### config.mk
export PLATFORM = sky130hd
export DESIGN_NAME = gwel_gpio
export DESIGN_NICKNAME = d
export VERILOG_FILES = /design/src/include/gwel_pkg.sv /design/src/hw/gwel_gpio.sv
export SDC_FILE = /design/constraint.sdc
export NUM_CORES = 2
export LEC_CHECK = 0
export BUFFER_PORTS_ARGS = -buffer_cell sky130_fd_sc_hd__buf_4
export CAP_MARGIN = 20
export CORE_UTILIZATION = 67
export DETAILED_ROUTE_END_ITERATION = 7
export MAX_ROUTING_LAYER = met4
export PLACE_DENSITY = 0.84
export REMOVE_ABC_BUFFERS = 1
export SLEW_MARGIN = 20
export SYNTH_ARGS = -nofsm -noshare
export SYNTH_HDL_FRONTEND = slang
export SYNTH_SLANG_ARGS = --single-unit
### constraint.sdc
create_clock -name mclk -period 77.6 [get_ports mclk]
set_input_delay 3.88 -clock mclk [delete_from_list [all_inputs] [get_ports mclk]]
set_output_delay 3.88 -clock mclk [all_outputs]
set_load 0.005 [all_outputs]
### src/include/gwel_pkg.sv
// Constants, register map and state layout of the general pin, wake event and LED block.
// Assumes one 100 MHz mclk and a byte-wide runtime register port driven by the host bus logic.
package gwel_pkg;
  localparam int NUM_PINS  = 64;
  localparam int NUM_GROUPS = 8;
  localparam int WAKE_BANKS = 6;
  localparam int SMI_BANKS = 5;
  localparam int EE_PINS   = 6;
  localparam int LED_N     = 2;

  localparam logic [6:0] OFS_CFG      = 7'h00;
  localparam logic [6:0] OFS_DATA     = 7'h40;
  localparam logic [6:0] OFS_WAKE_STS = 7'h48;
  localparam logic [6:0] OFS_WAKE_EN  = 7'h50;
  localparam logic [6:0] OFS_GWAKE    = 7'h58;
  localparam logic [6:0] OFS_MISC     = 7'h59;
  localparam logic [6:0] OFS_LED_ONE  = 7'h5d;
  localparam logic [6:0] OFS_LED_TWO  = 7'h5e;
  localparam logic [6:0] OFS_SMI_STS  = 7'h60;
  localparam logic [6:0] OFS_SMI_EN   = 7'h68;
  localparam logic [6:0] CNT_DATA     = 7'h08;
  localparam logic [6:0] CNT_WAKE     = 7'h06;
  localparam logic [6:0] CNT_SMI      = 7'h05;

  localparam int CFG_DIR = 0;
  localparam int CFG_POL = 1;
  localparam int CFG_EE  = 2;
  localparam int CFG_OD  = 7;
  localparam int LED_ON_BIT    = 0;
  localparam int LED_BLINK_BIT = 1;
  localparam int LED_EN_BIT    = 7;
  localparam int GWAKE_BIT     = 0;
  localparam logic [7:0] CFG_RST_IN  = 8'h01;
  localparam logic [7:0] CFG_RST_OUT = 8'h00;

  localparam logic [6:0] PIN_G3P3 = 7'h13;
  localparam logic [6:0] PIN_G4P3 = 7'h1b;
  localparam logic [6:0] PIN_G5P3 = 7'h23;
  localparam logic [6:0] LED_PIN [0:1] = '{7'h28, 7'h29};
  localparam int SRC_NONE_BIT = 6;
  localparam logic [6:0] NO = 7'h40;
  localparam int SMI_SHARED_BANK = 2;
  localparam logic [6:0] EE_PIN [0:5] = '{7'h09, 7'h0a, 7'h19, 7'h1b, 7'h28, 7'h29};

  localparam logic [6:0] WAKE_SRC [0:5][0:7] = '{
    '{7'h00, 7'h01, 7'h02, 7'h03, 7'h04, 7'h05, 7'h06, 7'h07},
    '{7'h08, 7'h09, 7'h0a, 7'h0b, 7'h0c, 7'h0d, 7'h0e, 7'h0f},
    '{7'h10, 7'h11, 7'h12, 7'h13, 7'h19, 7'h1b, 7'h28, 7'h29},
    '{7'h20, 7'h21, 7'h22, 7'h23, 7'h24, 7'h25, 7'h26, 7'h27},
    '{NO, NO, NO, NO, NO, NO, NO, NO},
    '{7'h14, 7'h15, 7'h16, 7'h17, 7'h2a, NO, NO, NO}};
  localparam logic [6:0] SMI_SRC [0:4][0:7] = '{
    '{7'h08, 7'h09, 7'h0a, 7'h28, 7'h0c, 7'h0d, 7'h0e, 7'h0f},
    '{7'h10, 7'h11, 7'h12, 7'h13, 7'h19, 7'h1b, 7'h29, NO},
    '{7'h20, 7'h21, 7'h22, 7'h23, 7'h24, 7'h25, 7'h26, 7'h27},
    '{NO, NO, NO, NO, NO, NO, NO, NO},
    '{7'h14, 7'h15, 7'h16, 7'h17, 7'h2a, NO, NO, NO}};

  localparam int CLK32_HZ      = 32768;
  localparam int BLINK_HALF_MS = 500;
  localparam int BLINK_HALF    = CLK32_HZ * BLINK_HALF_MS / 1000;
  localparam int BLINK_W       = 16;

  typedef struct packed {
    logic [63:0][7:0] cfg;
    logic [63:0]      dout;
    logic [63:0]      sync_a;
    logic [63:0]      sync_b;
    logic [63:0]      prev;
    logic [5:0][7:0]  wake_sts;
    logic [5:0][7:0]  wake_en;
    logic [7:0]       gwake;
    logic [4:0][7:0]  smi_sts;
    logic [4:0][7:0]  smi_en;
    logic [5:0]       misc_sts;
    logic [1:0][7:0]  led;
    logic             c32_a;
    logic             c32_b;
    logic             c32_prev;
    logic [15:0]      blink_cnt;
    logic             blink;
    logic [7:0]       rdata;
    logic             wake;
    logic             smi;
  } gwel_state_s;
endpackage

### src/hw/gwel_gpio.sv
// General pin logic with wake and system-management events and two LED drivers.
// Assumes pin inputs, power and reset strobes are synchronous to mclk; clk32 is sampled.
// How it works
// - Input bits read back the synchronised pin level, optionally inverted by polarity.
// - Writes to input bits change neither the pin nor the value read.
// - Output bits drive the stored data value, inverted when polarity says so.
// - Output bits read back the last written data value.
// - Polarity picks the edge that sets wake status; rising by default.
// - Wake output needs status, per-pin enable and global enable together.
// - Wake status bits clear on a written one; zero leaves them.
// - Wake banks two to seven map pins per the fixed source table.
// - SMI banks three to seven map pins per the fixed source table.
// - Group four bit zero and groups seven, eight have no event path.
// - Six either-edge pins set wake and SMI status on both edges.
// - In either-edge mode direction does nothing, polarity picks no edge, and driver type only applies to an enabled LED.
// - In either-edge mode polarity still inverts the data read.
// - Either-edge pins raise interrupts only when the mode and enable are set.
// - Misc status holds one bit per either-edge pin, set each edge, one-clear.
// - Status bits record events whether enabled or in either-edge mode.
// - Two LED pins switch on, off or blinking by registers 0x5D, 0x5E.
// - LEDs work without main power; blinking needs the 32 kHz clock running.
// - Group three pin three comes up low output; plain output without main power.
// - Group five pin three comes up low output after every reset and without power.
// - Group four pin three returns to plain function after main or bus reset.
// - Configuration holds direction bit 0, polarity bit 1, driver type bit 7.
// - Direction 0 is output, 1 input; polarity 0 plain, 1 inverted.
module gwel_gpio #(
  parameter int BLINK_HALF = gwel_pkg::BLINK_HALF
) (
  input  wire logic        mclk,
  input  wire logic        sys_rst,
  input  wire logic        main_rst,
  input  wire logic        bus_rst,
  input  wire logic        main_pwr_ok,
  input  wire logic        clk32_in,
  input  wire logic [6:0]  reg_addr,
  input  wire logic        reg_wr,
  input  wire logic        reg_rd,
  input  wire logic [7:0]  reg_wdata,
  output logic      [7:0]  reg_rdata,
  input  wire logic [63:0] pin_in,
  output logic      [63:0] pin_out,
  output logic      [63:0] pin_oe,
  output logic             wake_event,
  output logic             smi_event
);
  gwel_pkg::gwel_state_s st_q;
  gwel_pkg::gwel_state_s st_d;

  logic [63:0]     rise;
  logic [63:0]     fall;
  logic [63:0]     ev;
  logic [63:0]     is_in;
  logic [63:0]     ee_mode;
  logic [63:0]     qual;
  logic [7:0][7:0] data_rd;
  logic [7:0]      rd_val;
  logic [7:0]      w1c;
  logic [2:0]      bank;
  logic [6:0]      src;
  logic            set_b;
  logic            q_b;
  logic            wake_any;
  logic            smi_any;
  logic            lvl;
  logic            led_lvl;

  // Per-pin decode of mode, edges and read value.
  always_comb begin
    for (int i = 0; i < gwel_pkg::NUM_PINS; i++) begin
      ee_mode[i] = 1'b0;
      for (int k = 0; k < gwel_pkg::EE_PINS; k++) begin
        if (gwel_pkg::EE_PIN[k] == 7'(i)) begin
          ee_mode[i] = st_q.cfg[i][gwel_pkg::CFG_EE];
        end
      end
      rise[i] = st_q.sync_b[i] & ~st_q.prev[i];
      fall[i] = ~st_q.sync_b[i] & st_q.prev[i];
      // Either-edge mode catches both edges, otherwise polarity selects one.
      if (ee_mode[i]) begin
        ev[i] = rise[i] | fall[i];
      end else if (st_q.cfg[i][gwel_pkg::CFG_POL]) begin
        ev[i] = fall[i];
      end else begin
        ev[i] = rise[i];
      end
      // Direction 1 is input; either-edge mode overrides direction.
      is_in[i] = st_q.cfg[i][gwel_pkg::CFG_DIR] | ee_mode[i];
      // Either-edge pins only count toward the outputs while in that mode.
      qual[i] = 1'b1;
      for (int k = 0; k < gwel_pkg::EE_PINS; k++) begin
        if (gwel_pkg::EE_PIN[k] == 7'(i)) begin
          qual[i] = ee_mode[i];
        end
      end
      // Inputs read the sampled level through polarity.
      data_rd[i / 8][i % 8] = is_in[i] ? (st_q.sync_b[i] ^ st_q.cfg[i][gwel_pkg::CFG_POL])
                                       : st_q.dout[i];
    end
  end

  // Pin drivers, including LED and loss-of-main-power overrides.
  always_comb begin
    led_lvl = 1'b0;
    for (int i = 0; i < gwel_pkg::NUM_PINS; i++) begin
      // Output value is data through polarity.
      lvl = st_q.dout[i] ^ st_q.cfg[i][gwel_pkg::CFG_POL];
      pin_out[i] = lvl;
      pin_oe[i] = ~is_in[i];
      // Open drain only ever pulls low.
      if (st_q.cfg[i][gwel_pkg::CFG_OD] && !ee_mode[i]) begin
        pin_out[i] = 1'b0;
        pin_oe[i] = ~is_in[i] & ~lvl;
      end
      for (int k = 0; k < gwel_pkg::LED_N; k++) begin
        if (gwel_pkg::LED_PIN[k] == 7'(i) && st_q.led[k][gwel_pkg::LED_EN_BIT]) begin
          // Blink follows the divided 32 kHz clock and freezes if it stops.
          led_lvl = st_q.led[k][gwel_pkg::LED_BLINK_BIT] ? st_q.blink
                                                         : st_q.led[k][gwel_pkg::LED_ON_BIT];
          if (st_q.cfg[i][gwel_pkg::CFG_OD]) begin
            pin_out[i] = 1'b0;
            pin_oe[i] = led_lvl;
          end else begin
            pin_out[i] = led_lvl;
            pin_oe[i] = 1'b1;
          end
        end
      end
      if (!main_pwr_ok && 7'(i) == gwel_pkg::PIN_G3P3) begin
        pin_out[i] = st_q.dout[i];
        pin_oe[i] = 1'b1;
      end
      if (!main_pwr_ok && 7'(i) == gwel_pkg::PIN_G5P3) begin
        pin_out[i] = 1'b0;
        pin_oe[i] = 1'b1;
      end
    end
  end

  // Register read decode.
  always_comb begin
    rd_val = 8'h00;
    if (reg_addr < gwel_pkg::OFS_DATA) begin
      rd_val = st_q.cfg[reg_addr[5:0]];
    end else if (reg_addr < gwel_pkg::OFS_DATA + gwel_pkg::CNT_DATA) begin
      rd_val = data_rd[reg_addr[2:0]];
    end else if (reg_addr >= gwel_pkg::OFS_WAKE_STS &&
                 reg_addr < gwel_pkg::OFS_WAKE_STS + gwel_pkg::CNT_WAKE) begin
      rd_val = st_q.wake_sts[3'(reg_addr - gwel_pkg::OFS_WAKE_STS)];
    end else if (reg_addr >= gwel_pkg::OFS_WAKE_EN &&
                 reg_addr < gwel_pkg::OFS_WAKE_EN + gwel_pkg::CNT_WAKE) begin
      rd_val = st_q.wake_en[3'(reg_addr - gwel_pkg::OFS_WAKE_EN)];
    end else if (reg_addr == gwel_pkg::OFS_GWAKE) begin
      rd_val = st_q.gwake;
    end else if (reg_addr == gwel_pkg::OFS_MISC) begin
      rd_val = {2'h0, st_q.misc_sts};
    end else if (reg_addr == gwel_pkg::OFS_LED_ONE) begin
      rd_val = st_q.led[0];
    end else if (reg_addr == gwel_pkg::OFS_LED_TWO) begin
      rd_val = st_q.led[1];
    end else if (reg_addr >= gwel_pkg::OFS_SMI_STS &&
                 reg_addr < gwel_pkg::OFS_SMI_STS + gwel_pkg::CNT_SMI) begin
      rd_val = st_q.smi_sts[3'(reg_addr - gwel_pkg::OFS_SMI_STS)];
    end else if (reg_addr >= gwel_pkg::OFS_SMI_EN &&
                 reg_addr < gwel_pkg::OFS_SMI_EN + gwel_pkg::CNT_SMI) begin
      rd_val = st_q.smi_en[3'(reg_addr - gwel_pkg::OFS_SMI_EN)];
    end
  end

  // Next state.
  always_comb begin
    st_d = st_q;
    w1c = 8'h00;
    bank = 3'h0;
    src = 7'h00;
    set_b = 1'b0;
    q_b = 1'b0;
    wake_any = 1'b0;
    smi_any = 1'b0;
    // Two-stage capture; only sync_b feeds the edge logic.
    st_d.sync_a = pin_in;
    st_d.sync_b = st_q.sync_a;
    st_d.prev = st_q.sync_b;
    st_d.c32_a = clk32_in;
    st_d.c32_b = st_q.c32_a;
    st_d.c32_prev = st_q.c32_b;
    if (st_q.c32_b && !st_q.c32_prev) begin
      if (st_q.blink_cnt == 16'(BLINK_HALF - 1)) begin
        st_d.blink_cnt = 16'h0000;
        st_d.blink = ~st_q.blink;
      end else begin
        st_d.blink_cnt = st_q.blink_cnt + 16'h0001;
      end
    end
    if (reg_rd) begin
      st_d.rdata = rd_val;
    end

    if (reg_wr) begin
      w1c = reg_wdata;
      if (reg_addr < gwel_pkg::OFS_DATA) begin
        st_d.cfg[reg_addr[5:0]] = reg_wdata;
      end else if (reg_addr < gwel_pkg::OFS_DATA + gwel_pkg::CNT_DATA) begin
        // Only bits whose pins drive take the write.
        for (int b = 0; b < 8; b++) begin
          if (!is_in[{reg_addr[2:0], 3'(b)}]) begin
            st_d.dout[{reg_addr[2:0], 3'(b)}] = reg_wdata[b];
          end
        end
      end else if (reg_addr >= gwel_pkg::OFS_WAKE_EN &&
                   reg_addr < gwel_pkg::OFS_WAKE_EN + gwel_pkg::CNT_WAKE) begin
        st_d.wake_en[3'(reg_addr - gwel_pkg::OFS_WAKE_EN)] = reg_wdata;
      end else if (reg_addr == gwel_pkg::OFS_GWAKE) begin
        st_d.gwake = reg_wdata;
      end else if (reg_addr == gwel_pkg::OFS_LED_ONE) begin
        st_d.led[0] = reg_wdata;
      end else if (reg_addr == gwel_pkg::OFS_LED_TWO) begin
        st_d.led[1] = reg_wdata;
      end else if (reg_addr >= gwel_pkg::OFS_SMI_EN &&
                   reg_addr < gwel_pkg::OFS_SMI_EN + gwel_pkg::CNT_SMI) begin
        // Bank four bit seven is left to software to keep clear.
        st_d.smi_en[3'(reg_addr - gwel_pkg::OFS_SMI_EN)] = reg_wdata;
      end
    end

    // Wake banks: a new event wins over a one written in the same cycle.
    for (int b = 0; b < gwel_pkg::WAKE_BANKS; b++) begin
      for (int j = 0; j < 8; j++) begin
        src = gwel_pkg::WAKE_SRC[b][j];
        set_b = !src[gwel_pkg::SRC_NONE_BIT] && ev[src[5:0]];
        q_b = src[gwel_pkg::SRC_NONE_BIT] || qual[src[5:0]];
        bank = 3'(reg_addr - gwel_pkg::OFS_WAKE_STS);
        if (reg_wr && reg_addr >= gwel_pkg::OFS_WAKE_STS &&
            reg_addr < gwel_pkg::OFS_WAKE_STS + gwel_pkg::CNT_WAKE && bank == 3'(b) &&
            w1c[j]) begin
          st_d.wake_sts[b][j] = 1'b0;
        end
        if (set_b) begin
          st_d.wake_sts[b][j] = 1'b1;
        end
        wake_any = wake_any | (st_q.wake_sts[b][j] & st_q.wake_en[b][j] & q_b);
      end
    end

    // SMI banks, with the shared bank also fed by group one.
    for (int b = 0; b < gwel_pkg::SMI_BANKS; b++) begin
      for (int j = 0; j < 8; j++) begin
        src = gwel_pkg::SMI_SRC[b][j];
        set_b = !src[gwel_pkg::SRC_NONE_BIT] && ev[src[5:0]];
        q_b = src[gwel_pkg::SRC_NONE_BIT] || qual[src[5:0]];
        if (b == gwel_pkg::SMI_SHARED_BANK) begin
          set_b = set_b | ev[j];
        end
        bank = 3'(reg_addr - gwel_pkg::OFS_SMI_STS);
        if (reg_wr && reg_addr >= gwel_pkg::OFS_SMI_STS &&
            reg_addr < gwel_pkg::OFS_SMI_STS + gwel_pkg::CNT_SMI && bank == 3'(b) &&
            w1c[j]) begin
          st_d.smi_sts[b][j] = 1'b0;
        end
        if (set_b) begin
          st_d.smi_sts[b][j] = 1'b1;
        end
        smi_any = smi_any | (st_q.smi_sts[b][j] & st_q.smi_en[b][j] & q_b);
      end
    end

    // Misc status sees every transition regardless of mode.
    for (int k = 0; k < gwel_pkg::EE_PINS; k++) begin
      if (reg_wr && reg_addr == gwel_pkg::OFS_MISC && w1c[k]) begin
        st_d.misc_sts[k] = 1'b0;
      end
      if (rise[gwel_pkg::EE_PIN[k][5:0]] || fall[gwel_pkg::EE_PIN[k][5:0]]) begin
        st_d.misc_sts[k] = 1'b1;
      end
    end

    st_d.wake = wake_any & st_q.gwake[gwel_pkg::GWAKE_BIT];
    st_d.smi = smi_any;

    // Main-power and bus resets restore the special pins only; standby state is kept.
    if (main_rst || bus_rst) begin
      st_d.cfg[gwel_pkg::PIN_G3P3[5:0]] = gwel_pkg::CFG_RST_OUT;
      st_d.dout[gwel_pkg::PIN_G3P3[5:0]] = 1'b0;
      st_d.cfg[gwel_pkg::PIN_G5P3[5:0]] = gwel_pkg::CFG_RST_OUT;
      st_d.dout[gwel_pkg::PIN_G5P3[5:0]] = 1'b0;
      st_d.cfg[gwel_pkg::PIN_G4P3[5:0]][gwel_pkg::CFG_EE] = 1'b0;
    end
  end

  always_ff @(posedge mclk or posedge sys_rst) begin
    if (sys_rst) begin
      st_q <= '0;
      for (int i = 0; i < gwel_pkg::NUM_PINS; i++) begin
        st_q.cfg[i] <= (7'(i) == gwel_pkg::PIN_G3P3 || 7'(i) == gwel_pkg::PIN_G5P3)
                       ? gwel_pkg::CFG_RST_OUT : gwel_pkg::CFG_RST_IN;
      end
    end else begin
      st_q <= st_d;
    end
  end

  assign reg_rdata  = st_q.rdata;
  assign wake_event = st_q.wake;
  assign smi_event  = st_q.smi;
endmodule

== Yosys cells after proc, flatten, opt, wreduce, memory -nomap -nowiden ==
Cells that the tools add are included.

* Input port bits: 87
* Word-level logic and storage cells: 1561
* Output and inout port bits: 138
* Bits in registers: 960

* Muxes and demuxes: 502
* Magnitude comparators: 35
* Bitwise logic cells: 636
* $add $sub $neg: 5
* Reduce and logical (&&, ||, !) cells: 207
* Equality and inequality tests: 13

{| class="wikitable"
|+ Operators with widths
! operator !! number
|-
| $mux 64 || 31
|-
| $bwmux 512 || 1
|-
| $bwmux 64 || 8
|-
| $mux 1 || 410
|-
| $mux 352 || 1
|-
| $mux 288 || 1
|-
| $and 1x1->1 || 216
|-
| $not 1->1 || 209
|-
| $mux 8 || 22
|-
| $reduce_bool 2->1 || 74
|-
| $xor 1x1->1 || 128
|-
| $bmux 8 s3 || 5
|-
| $logic_and 1x1->1 || 107
|-
| $or 1x1->1 || 83
|-
| $lt 6x7->1 const B || 9
|-
| $ge 6x1->1 const B || 9
|-
| $bmux 8 s6 || 1
|-
| $bwmux 48 || 1
|-
| $demux 8 s3 || 2
|-
| $demux 8 s6 || 1
|-
| $lt 7x7->1 const B || 6
|-
| $bwmux 40 || 1
|-
| $eq 7x7->1 const B || 4
|-
| $ge 7x7->1 const B || 4
|-
| 22 further kinds || 64
|}

== Depth between registers and ports, before layout ==
* Word-level depth: 45
* Gate-level depth with buffers: 12
* Depth with buffers taken out: 7

== Worst setup path after synthesis ==
OpenSTA, ideal clock, no wires.

* Path type: input port to output port
* From: input port main_pwr_ok
* To: output port pin_out[19]
* Setup slack: 69.407 ns
* Data required time: 73.720 ns
* Path buffers: 0
* Arrival: 4.313 ns
* Stages on the path: 3
* Path through: nand2_1 > mux2_2 > o22ai_1

* Word-level cells in the longest chain between the ends: 1

{| class="wikitable"
|+ Ends and longest elaborated chain
! item !! line !! RTL
|-
| start, declared || gwel_gpio.sv:34 || <nowiki>input wire logic main_pwr_ok,</nowiki>
|-
| $mux 1 || gwel_gpio.sv:129 || <nowiki>if (!main_pwr_ok && 7'(i) == gwel_pkg::PIN_G3P3) begin</nowiki>
|-
| end, declared || gwel_gpio.sv:42 || <nowiki>output logic [63:0] pin_out,</nowiki>
|}

No other way between the ends.

== Worst setup path in the final report ==
Same ends and word-level chain as after synthesis.

==> metrics.txt <==
initial antenna violation count 7; Seq cells post-synth around 950; Mean Syn Cell Area 13.2 µm²; Yosys top cell by area dfrtp_1; static leakage roughly 23 nW; total track usage 0.512; Initial Util 0.682; final hold viol count 0; Num CTS Buffers between 90 and 100; DR WL/cell 36.9 µm; grt ovf 0; crit path from main_pwr_ok; initial drt markers slightly below 5000; Worst Tran Pin Value roughly 1200 ps; Async SR Flop Fraction 1.00; die area between 60000 and 70000 µm²; slew margin rel. 0.209; fin cells between 4000 and 5000; Critical Path Sink pin_out[19]; Worst R2R End st_q[438]; clock latency at the later pin of the worst-skew pair 700 ps; die span in y between 200 and 300 µm; final slew viol count 0; CTS Sinks approximately 950; max incr delay on CP roughly 290 ps; Final min period about 8500 ps; Worst R2R Start ee_mode[10]; Clock Tree Root clkbuf_16; WP data required between 70000 and 80000 ps; status finished, final reports clean; hold_sp st_d[305]; Area growth, synth to finish 12.4%; top cells by count, synth dfrtp_1, mux2_2, nand2_1; largest cells by area after synthesis dfrtp_1, mux2_2, mux4_2, dfstp_2, mux2i_1; Placement Cell Area about 47000 µm²; total wire length 167000 µm; vias in the first global route approximately 33000; H-tree Lvls 3; Synth Cell Area about 45000 µm²; power density over the cells roughly 24 nW/µm²; Synth cell types between 80 and 90; Peak supply drop 0.0281 mV; critical path class primary input to output port; placed cell count ~4400; max_cap viols 0; Worst Path Arrival 4630 ps; Detail Route Antenna Nets 0; CTS tree built; Avg Vias per Cell 7.38; CP endpoint kind output port; Synth Flop Type dfrtp_1; placer congestion estimate around 1.1; DRC Markers 0; clk_skew ~33 ps; CTS clk-pin slew, worst paths ~60 ps; Vias around 34000; # IOs around 230; Setup Fix Bufs, Post-CTS 0; CORE AREA between 60000 and 70000 µm²; top fanout value on the critical path 5; die width 262 µm; router iterations before antenna repair 8; Synthesis Warnings 0; CP Cell Sequence buf_4 > nand2_1 > mux2_2 > o22ai_1 > buf_4; FP Rows 94; Seq/Total Area, Yosys 0.530; Worst Hold Slack between 300 and 400 ps; RSZ-0062 raised after global routing no; largest net degree at the start of global routing roughly 190; final net count about 3700; slowest CP cell mux2_2; Top Family by Delay on Critical Path multiplexers; Tcrit/Tclk final 0.110; CP bufs+invs 2; HPWL after DPL roughly 110000 µm; fmax around 0.12 GHz; share of the synthesized area in the top cell type 0.494; Crit path depth 5; Clock Path Buffers 3; most frequent CP cell buf_4; first-pass GRT wire length around 240000 µm; Worst Hold Class flop to flop; post-route cell area about 50000 µm²; fraction of layout cells with a size suffix above 1 0.375; fin util 0.767; Startpoint Class primary input; worst r2r path cells 7; EDFF count, synth 0; Cells after Synth between 3000 and 4000; Post-CTS Hold Buffers 0; Final Setup Violations 0; FF-to-FF setup slack approximately 74000 ps; port bufs roughly 220; post-CTS sizing 0; setup TNS 0 ps; most instantiated library cell after synthesis dfrtp_1
how the worst min path moves through the flow:
stage                     slack (ps)  cells after the start         to
after floorplan                  330                      0  st_d[236]
after global placement           330                      0  st_d[243]
after detailed placement         330                      0  st_d[241]
after CTS                        340                      0  st_d[236]
after global routing             350                      0  st_d[252]
final                            340                      0  st_d[241]
through the flow:
stage | total power [W] | worst slack (ps)
floorplan | 0.000644 | 46990
global placement | 0.000720 | 69090
detailed placement | 0.000727 | 69050
CTS | 0.00123 | 69100
global route | 0.00127 | 69010
finish | 0.00124 | 69090
sequential cells by signal, indices dropped and copies added (netlist names):
signal,count
smi_event,1
st_d,130
ee_mode,6
reg_rdata,8
wake_event,1
st_q,750
is_in,58
final cells by class:
type,count,area (µm²)
Antenna cell,9,22.5
Clock buffer,132,2750
Clock inverter,49,722
Fill cell,3859,15400
Inverter,28,114
Multi-Input combinational cell,2245,20100
Sequential cell,954,24000
Tap cell,864,1080
Timing Repair Buffer,262,2060
layer usage:
layer,global-route usage,routed length (µm)
met5,-,0
met1,0.660,60200
met3,0.153,21700
met2,0.723,73800
met4,0.295,11800
report_power, final:
part           internal, W  switching [W]
clock network     0.000297       0.000212
logic            0.0000694      0.0000916
registers         0.000533      0.0000369
total             0.000900       0.000341
cell families after synthesis:
logic type,Yosys count,synth area share
flops,954,0.530
mux,939,0.272
simple gates,697,0.0746
compound gates,485,0.0726
buf+inv,226,0.0258
xor+xnor,111,0.0215
fa+ha+maj,13,0.00360
layout by cell type (no fill, tap or decap), types with 15 or more instances in the layout:
master,synthesis,final
a22o_1,24,24
nand3_1,47,47
o22ai_1,18,18
clkbuf_8,0,19
a221oi_1,20,20
mux2_2,666,666
nor2_1,173,172
xnor2_1,37,37
a22oi_1,37,37
inv_1,25,24
mux4_2,163,163
dfrtp_1,892,892
a31oi_1,24,24
clkbuf_16,0,97
a21oi_1,138,138
clkbuf_1,101,16
nor2_2,21,22
a211oi_1,28,28
mux2i_1,96,96
nor3_1,18,18
nor2b_1,69,69
clkinv_2,0,23
a21o_1,60,60
nand2b_1,70,70
a311oi_1,15,15
o21ai_0,44,44
xor2_1,74,74
dfstp_2,62,62
buf_4,26,254
nand2_1,227,227
Power figures use the tool's default switching activity.
